$ cat src/timer_irq_pkg.sv
package timer_irq_pkg;

    // ----------------------------------------
    // Sizes
    // ----------------------------------------
    localparam int TIMER_N = 4;
    localparam int REG_W = 8;
    localparam int IDX_W = 7;
    localparam int PIN_N = 4;

    // ----------------------------------------
    // Register indices; byte address is four times the index
    // ----------------------------------------
    localparam logic [IDX_W-1:0] FLAG_IDX [TIMER_N] = '{7'h62, 7'h67, 7'h71, 7'h76};
    localparam logic [IDX_W-1:0] EN_IDX [TIMER_N] = '{7'h61, 7'h66, 7'h70, 7'h75};

    // ----------------------------------------
    // Field positions, shared by flags and enables
    // ----------------------------------------
    localparam int BIT_EOC = 0;
    localparam int BIT_CAPA = 1;
    localparam int BIT_CAPB = 2;
    localparam int BIT_OC_LO = 3;
    localparam int BIT_OC_HI = 6;
    localparam int BIT_UNUSED = 7;

    // ----------------------------------------
    // Reset values
    // ----------------------------------------
    localparam logic [REG_W-1:0] FLAG_RESET = 8'h00;
    localparam logic [REG_W-1:0] EN_RESET = 8'h00;
    localparam logic [REG_W-1:0] EN_WRITABLE = 8'h7F;

    // ----------------------------------------
    // Which timers own capture and compare logic
    // ----------------------------------------
    localparam logic [TIMER_N-1:0] HAS_CAPTURE = 4'hA;
    localparam int COMPARE_TIMER = 3;
    localparam int PWM_TIMER = 3;
    localparam int CAP_A_PIN [TIMER_N] = '{0, 0, 0, 2};
    localparam int CAP_B_PIN [TIMER_N] = '{0, 1, 0, 3};

    // ----------------------------------------
    // Pin synchroniser depth
    // ----------------------------------------
    localparam int SYNC_STAGES = 3;

endpackage
$ cat src/pin_edge_sync.sv
`timescale 1ns/100ps
`default_nettype none

module pin_edge_sync
    import timer_irq_pkg::*;
#(
    parameter int WIDTH = 4
)
(
    input wire logic clk,                 // System clock
    input wire logic rst_b,               // Synchronous reset, active low
    input wire logic ce,                  // Clock enable
    input wire logic [WIDTH-1:0] pinIn,   // Asynchronous pins
    output logic [WIDTH-1:0] rise,        // One-cycle rising-edge event
    output logic [WIDTH-1:0] fall         // One-cycle falling-edge event
);

    logic [WIDTH-1:0] s1_q;
    logic [WIDTH-1:0] s2_q;
    logic [WIDTH-1:0] s3_q;
    logic [WIDTH-1:0] level_q;
    logic [WIDTH-1:0] agree;

    always_ff @(posedge clk)
    begin
        if (!rst_b)
        begin
            s1_q <= '0;
            s2_q <= '0;
            s3_q <= '0;
        end
        else if (ce)
        begin
            s1_q <= pinIn;
            s2_q <= s1_q;
            s3_q <= s2_q;
        end
    end

    // A change counts only once stages two and three agree
    assign agree = ~(s2_q ^ s3_q);

    always_ff @(posedge clk)
    begin
        if (!rst_b)
            level_q <= '0;
        else if (ce)
            level_q <= (agree & s3_q) | (~agree & level_q);
    end

    assign rise = agree & s3_q & ~level_q;
    assign fall = agree & ~s3_q & level_q;

endmodule

`default_nettype wire

$ cat src/timer_irq_enable_flags.sv
// What this block does
// [RULE1] Enable bit 2 gates capture B, capture mode
// [RULE2] Enable bit 1 gates capture A or trip
// [RULE3] Enable bit 0 gates end-of-count request
// [RULE4] Capture B uses pin one or three
// [RULE5] Capture A uses pin zero or two
// [RULE6] Reading flags returns them, then clears all
// [RULE7] Bits 6..3 flag compare matches; 7 zero
// [RULE8] Bit 2 flags a capture B event
// [RULE9] Bit 1 flags capture A or trip
// [RULE10] Bit 0 flags end of count
// [RULE11] Compare bits live only on timer 3
// [RULE12] Request while enabled flag set; drops on read
`timescale 1ns/100ps
`default_nettype none

module timer_irq_enable_flags
    import timer_irq_pkg::*;
#(
    parameter int ADDR_W = 9
)
(
    input wire logic clk,                          // System clock, 50 MHz
    input wire logic rst_b,                        // Synchronous reset, active low
    input wire logic ce,                           // Clock enable, freezes all state
    input wire logic cyc_i,                        // Wishbone cycle
    input wire logic stb_i,                        // Wishbone strobe
    input wire logic we_i,                         // Wishbone write enable
    input wire logic [ADDR_W-1:0] adr_i,           // Wishbone byte address
    input wire logic [3:0] sel_i,                  // Wishbone byte selects
    input wire logic [31:0] dat_i,                 // Wishbone write data
    output logic [31:0] dat_o,                     // Wishbone read data
    output logic ack_o,                            // Wishbone acknowledge
    input wire logic [TIMER_N-1:0] endOfCount,     // End-of-count pulse per timer
    input wire logic [3:0] compareMatch,           // Timer 3 compare match pulses
    input wire logic [TIMER_N-1:0] captureMode,    // Timer is in capture mode
    input wire logic compareMode,                  // Timer 3 in compare mode
    input wire logic pwmMode,                      // Timer 3 in PWM mode
    input wire logic powerTrip,                    // PWM power-trip pulse
    input wire logic [PIN_N-1:0] capturePin,       // Capture pins, asynchronous
    input wire logic [PIN_N-1:0] captureRise,      // Edge per pin: 1 rise, 0 fall
    output logic [TIMER_N-1:0] irqTimer,           // Request per timer
    output logic irq                               // Combined request
);

    // ----------------------------------------
    // Bus slave
    // ----------------------------------------
    logic ack_q;
    logic [31:0] dat_q;
    logic take;
    logic [IDX_W-1:0] wordIdx;
    logic [REG_W-1:0] readVal;
    logic [REG_W-1:0] flags_q [TIMER_N];
    logic [REG_W-1:0] en_q [TIMER_N];
    logic [REG_W-1:0] setVec [TIMER_N];
    logic [REG_W-1:0] effEn [TIMER_N];
    logic [TIMER_N-1:0] rdClr;
    logic [TIMER_N-1:0] wrFlag;
    logic [TIMER_N-1:0] wrEn;
    logic [PIN_N-1:0] pinRise;
    logic [PIN_N-1:0] pinFall;
    logic [PIN_N-1:0] capEvt;

    function automatic logic hit(input logic [IDX_W-1:0] idx, input logic [IDX_W-1:0] reg_idx);
        hit = (idx == reg_idx);
    endfunction

    assign wordIdx = adr_i[ADDR_W-1:2];
    // Answer one cycle after the strobe; the ack gap stops a double take
    assign take = ce && cyc_i && stb_i && !ack_q;
    assign ack_o = ack_q;
    assign dat_o = dat_q;

    always_ff @(posedge clk)
    begin
        if (!rst_b)
            ack_q <= 1'b0;
        else if (ce)
            ack_q <= take;
    end

    always_comb
    begin
        readVal = '0;
        for (int t = 0; t < TIMER_N; t++)
        begin
            if (hit(wordIdx, FLAG_IDX[t]))
                readVal = flags_q[t];
            if (hit(wordIdx, EN_IDX[t]))
                readVal = en_q[t];
        end
    end

    // Unmapped words read as zero and are still acknowledged
    always_ff @(posedge clk)
    begin
        if (!rst_b)
            dat_q <= 32'h0;
        else if (take && !we_i)
            dat_q <= {24'h0, readVal};
    end

    // ----------------------------------------
    // Capture pins
    // ----------------------------------------
    pin_edge_sync #(
        .WIDTH(PIN_N)
    ) u_sync (
        .clk(clk),
        .rst_b(rst_b),
        .ce(ce),
        .pinIn(capturePin),
        .rise(pinRise),
        .fall(pinFall)
    );

    assign capEvt = (captureRise & pinRise) | (~captureRise & pinFall);

    // ----------------------------------------
    // Per-timer flags and enables
    // ----------------------------------------
    generate
        for (genvar t = 0; t < TIMER_N; t++)
        begin : g_timer
            localparam logic IS_CAP = HAS_CAPTURE[t];
            localparam logic IS_OC = (t == COMPARE_TIMER);
            localparam logic IS_PWM = (t == PWM_TIMER);
            logic trip;

            assign trip = IS_PWM && pwmMode && powerTrip;
            assign rdClr[t] = take && !we_i && sel_i[0] && hit(wordIdx, FLAG_IDX[t]); // see [RULE6]
            assign wrFlag[t] = take && we_i && sel_i[0] && hit(wordIdx, FLAG_IDX[t]);
            assign wrEn[t] = take && we_i && sel_i[0] && hit(wordIdx, EN_IDX[t]);

            always_comb
            begin
                setVec[t] = '0;
                setVec[t][BIT_EOC] = endOfCount[t]; // see [RULE10]
                setVec[t][BIT_CAPB] = IS_CAP && captureMode[t]
                    && capEvt[CAP_B_PIN[t]]; // see [RULE8] see [RULE4]
                setVec[t][BIT_CAPA] = (IS_CAP && captureMode[t]
                    && capEvt[CAP_A_PIN[t]]) || trip; // see [RULE9] see [RULE5]
                if (IS_OC && compareMode)
                    setVec[t][BIT_OC_HI:BIT_OC_LO] = compareMatch; // see [RULE7] see [RULE11]
            end

            // A new event in the clearing cycle survives the clear
            always_ff @(posedge clk)
            begin
                if (!rst_b)
                    flags_q[t] <= FLAG_RESET;
                else if (ce)
                begin
                    if (rdClr[t])
                        flags_q[t] <= setVec[t]; // see [RULE6]
                    else if (wrFlag[t])
                        flags_q[t] <= (flags_q[t] & ~dat_i[REG_W-1:0]) | setVec[t];
                    else
                        flags_q[t] <= flags_q[t] | setVec[t];
                end
            end

            always_ff @(posedge clk)
            begin
                if (!rst_b)
                    en_q[t] <= EN_RESET;
                else if (ce && wrEn[t])
                    en_q[t] <= dat_i[REG_W-1:0] & EN_WRITABLE;
            end

            // Enables count only in the modes that own the source
            always_comb
            begin
                effEn[t] = '0;
                effEn[t][BIT_EOC] = en_q[t][BIT_EOC]; // see [RULE3]
                effEn[t][BIT_CAPB] = IS_CAP && captureMode[t]
                    && en_q[t][BIT_CAPB]; // see [RULE1]
                effEn[t][BIT_CAPA] = ((IS_CAP && captureMode[t]) || (IS_PWM && pwmMode))
                    && en_q[t][BIT_CAPA]; // see [RULE2]
                if (IS_OC && compareMode)
                    effEn[t][BIT_OC_HI:BIT_OC_LO] = en_q[t][BIT_OC_HI:BIT_OC_LO]; // see [RULE11]
            end

            assign irqTimer[t] = |(flags_q[t] & effEn[t]); // see [RULE12]
        end
    endgenerate

    assign irq = |irqTimer;
endmodule

`default_nettype wire

$ cat config.mk
export PLATFORM = sky130hd
export DESIGN_NAME = timer_irq_enable_flags
export DESIGN_NICKNAME = d
export VERILOG_FILES = /design/src/timer_irq_pkg.sv /design/src/pin_edge_sync.sv /design/src/timer_irq_enable_flags.sv
export SDC_FILE = /design/constraint.sdc
export NUM_CORES = 1
export LEC_CHECK = 0
export BUFFER_PORTS_ARGS = -buffer_cell sky130_fd_sc_hd__buf_2
export CELL_PAD_IN_SITES_DETAIL_PLACEMENT = 2
export CELL_PAD_IN_SITES_GLOBAL_PLACEMENT = 2
export CORE_MARGIN = 4
export CORE_UTILIZATION = 30
export CTS_CLUSTER_SIZE = 40
export DETAILED_ROUTE_END_ITERATION = 7
export HOLD_SLACK_MARGIN = 0.03
export PLACE_DENSITY_LB_ADDON = 0.1
export SLEW_MARGIN = 20
export SYNTH_ARGS = -nofsm -noshare
export SYNTH_HDL_FRONTEND = slang
export SYNTH_SLANG_ARGS = --single-unit
export TNS_END_PERCENT = 1
$ cat constraint.sdc
create_clock -name clk -period 1.9 [get_ports clk]
set_input_delay 0.095 -clock clk [delete_from_list [all_inputs] [get_ports clk]]
set_output_delay 0.095 -clock clk [all_outputs]
set_load 0.05 [all_outputs]
==> impl_results.md <==
* R2R Path End: flags_q[1][3]
* R2r startpoint: ack_o
* Syn Area/Cell at 10.5 sq um
* Skew final at 0.00987 ns
* FFs w/ async S/R, synth at 0
* Hold Path Depth at 2
* Worst Path Buf+Inv at 1
* Maxcap violations at 0
* Max FO, Critical Path at 2
* Std-Cell Core Area at 15300 sq um
* Vias in the first global route at 4271
* Detailed-route wire length at 16500 um
* Cells after synthesis at 453
* HP Class: input port to flop
* Routed vias at 3961
* GR Util All Layers at 0.188
* Clock transition at path regs at 0.07 ns
* Violated checks: setup timing
* WS Path Type: flop to output port
* # fillers at 1702
* Hold EP: flags_q[0][0]
* Residual DRC at 0
* Share of cells above drive strength 1 at 0.255
* Pre-CTS setup slack at -0.148 ns
* Starting Density at 0.309
* Critical Path Source Type: flop
* Max-slew violations at 0
* Drt via density at 5.13
* Largest net degree at the start of global routing at 21
* Area Overhead vs Synth at 24.8%
* Final GP Congestion at 0.802
* Die area at 17900 sq um
* Fin crit share at 1.15
* First-pass GRT wire length at 25500 um
* Setup TNS at -0.283 ns
* CTS buffer count at 9
* Max Freq at 0.458 GHz
* Buffers on Ports at 56
* Slew at the pin closest to its max-slew limit at 0.710 ns
* DIE HEIGHT at 134 um
* Initial drt markers at 218
* CTS tree: done
* Register bit total from synthesis at 85
* Reg2Reg Depth at 5
* Router iterations before antenna repair at 4
* Seq/Total Area, Yosys at 0.486
* Antenna Cells at 0
* Final hold vios at 0
* DRT antenna net count at 0
* Number of distinct library cells after synthesis at 56
* Final WS setup at -0.283 ns
* RSZ-0062 raised after global routing: true
* Worst path required time at 1.80 ns
* Nets at 638
* Reg2Reg Setup Slack at 0.12 ns
* Main synth FF type: edfxtp_1
* Clk_lat worst skew at 0.35 ns
* Family with the most delay on the worst path: simple AND/OR/NAND/NOR gates
* Most common cell after layout, fill and taps aside: edfxtp_1
* LEAKAGE at 2.39 nW
* Status: finished, violations left
* Commonest non-fill, non-tap cells in the layout: edfxtp_1, buf_2, buf_4
* Initial antenna violation count at 0
* Slowest cell on crit path: or4_4
* Max Root-Sink Buffers at 2
* Die width at 134 um
* Peak supply drop at 0.000368 V
* Io pins at 112
* Crit path cell chain: a22o_1 -> o21ai_2 -> nand4_1 -> or4_4 -> buf_6
* Root Driver: clkbuf_16
* Post-synth EDFFs at 60
* Yosys warning count at 0
* Grt ovf at 0
* Critical Path AT at 2.09 ns
* PwrDens at 796 nW/um^2
* CP peak stage delay at 0.48 ns
* Hold path start: endOfCount[0]
* Clk sink count at 85
* Area of the multi-input gates at 2180 sq um
* Per-cell routed wire length at 21.4 um
* Max transition margin at 0.526
* H-tree depth at 3
* Post-Synthesis Cell Area at 4730 sq um
* Final min period at 2.18 ns
* Rows at 45
* Final Setup Violations at 1
* Storage element area at 2300 sq um
* CP Capture Type: output port
* DP HPWL at 12800 um
logic make-up (layout without fill, tap and decap cells):
logic type,Yosys count,after routing,synth area share
multiplexers,19,19,0.0402
adder cells (fa/ha/maj),8,8,0.0211
AND/OR/NAND/NOR,176,176,0.221
buffers and inverters,62,147,0.0774
other,1,24,0.000792
flip-flops,85,85,0.486
AO/OA/AOI/OAI,102,102,0.154
cell type report:
type	instances	area share
Inverter	15	0.00953
Multi-Input combinational cell	329	0.368
Clock inverter	3	0.0114
Clock buffer	13	0.0440
Sequential cell	85	0.390
Tap cell	211	0.0447
Timing Repair Buffer	116	0.133
cell usage after synthesis (3+ instances only):
cell,number,area [sq um]
a22oi_1,4,30.0
nor2b_1,5,31.3
nand2b_1,15,93.8
o22ai_1,10,62.6
nor3_1,12,60.1
o21ai_1,5,25.0
o21ai_0,19,95.1
dfxtp_1,25,500
nand3_1,8,40.0
and3_1,19,119
clkbuf_1,5,18.8
nor3b_1,20,150
a21oi_1,16,80.1
a211oi_1,4,30.0
ha_1,8,100
a22o_1,12,105
a2111oi_2,3,45.0
buf_2,11,55.1
nand2_1,27,101
nor2_1,24,90.1
nand3b_1,3,22.5
a21o_1,3,22.5
and2_1,27,169
inv_1,15,56.3
mux2i_1,19,190
buf_4,28,210
a221oi_1,10,87.6
edfxtp_1,60,1800
timing repair:
action                     4_1_cts  5_1_grt
setup buffers                    1        0
gates resized for setup          4        4
setup endpoints to repair        3       15
hold endpoints to repair         4        0
hold buffers                     4        0
pin swaps                        2        0
registers in the layout, summed over array words and instances, names as in the netlist, named ones only:
name,cells
ack_o,1
dat_o,8
en_q,28
flags_q,32
u_sync.s1_q,4
u_sync.s2_q,4
u_sync.s3_q,4
power breakdown:
group / total [mW] / leakage, nW / internal [mW] / switching, mW
logic: 0.644 / 1.40 / 0.213 / 0.431
registers: 2.10 / 0.836 / 2.05 / 0.0446
clock network: 1.96 / 0.156 / 1.23 / 0.738
routing by layer:
layer  vias up  track usage  part of all wire
met4         0       0.0560             0.016
met3        16       0.0276             0.039
li1       1846            -                 -
met2        82        0.307              0.48
met1      2017        0.261              0.47
met5         -            0                 0
stage by stage:
stage                     utilization  power (mW)  instance area, sq um  std cells  hold WS (ns)
final                           0.386        4.70                  5910        772        0.0440
after global routing            0.386        4.88                  5910        772        0.0486
after CTS                       0.385        4.75                  5900        772        0.0369
after detailed placement        0.360        2.77                  5510        751         0.344
after global placement          0.360        2.75                  5510        751         0.331
after floorplan                     -        2.53                  4820        476         0.242
worst max path at each step:
stage / start / end / cells after the start
after floorplan: en_q[3][6] / irq / 4
after global placement: adr_i[8] / dat_o[2] / 8
after detailed placement: adr_i[8] / dat_o[2] / 8
after CTS: flags_q[3][4] / irq / 5
after global routing: flags_q[3][4] / irq / 5
final: flags_q[3][4] / irq / 5
Note: power is estimated with default switching activity, not from simulation.
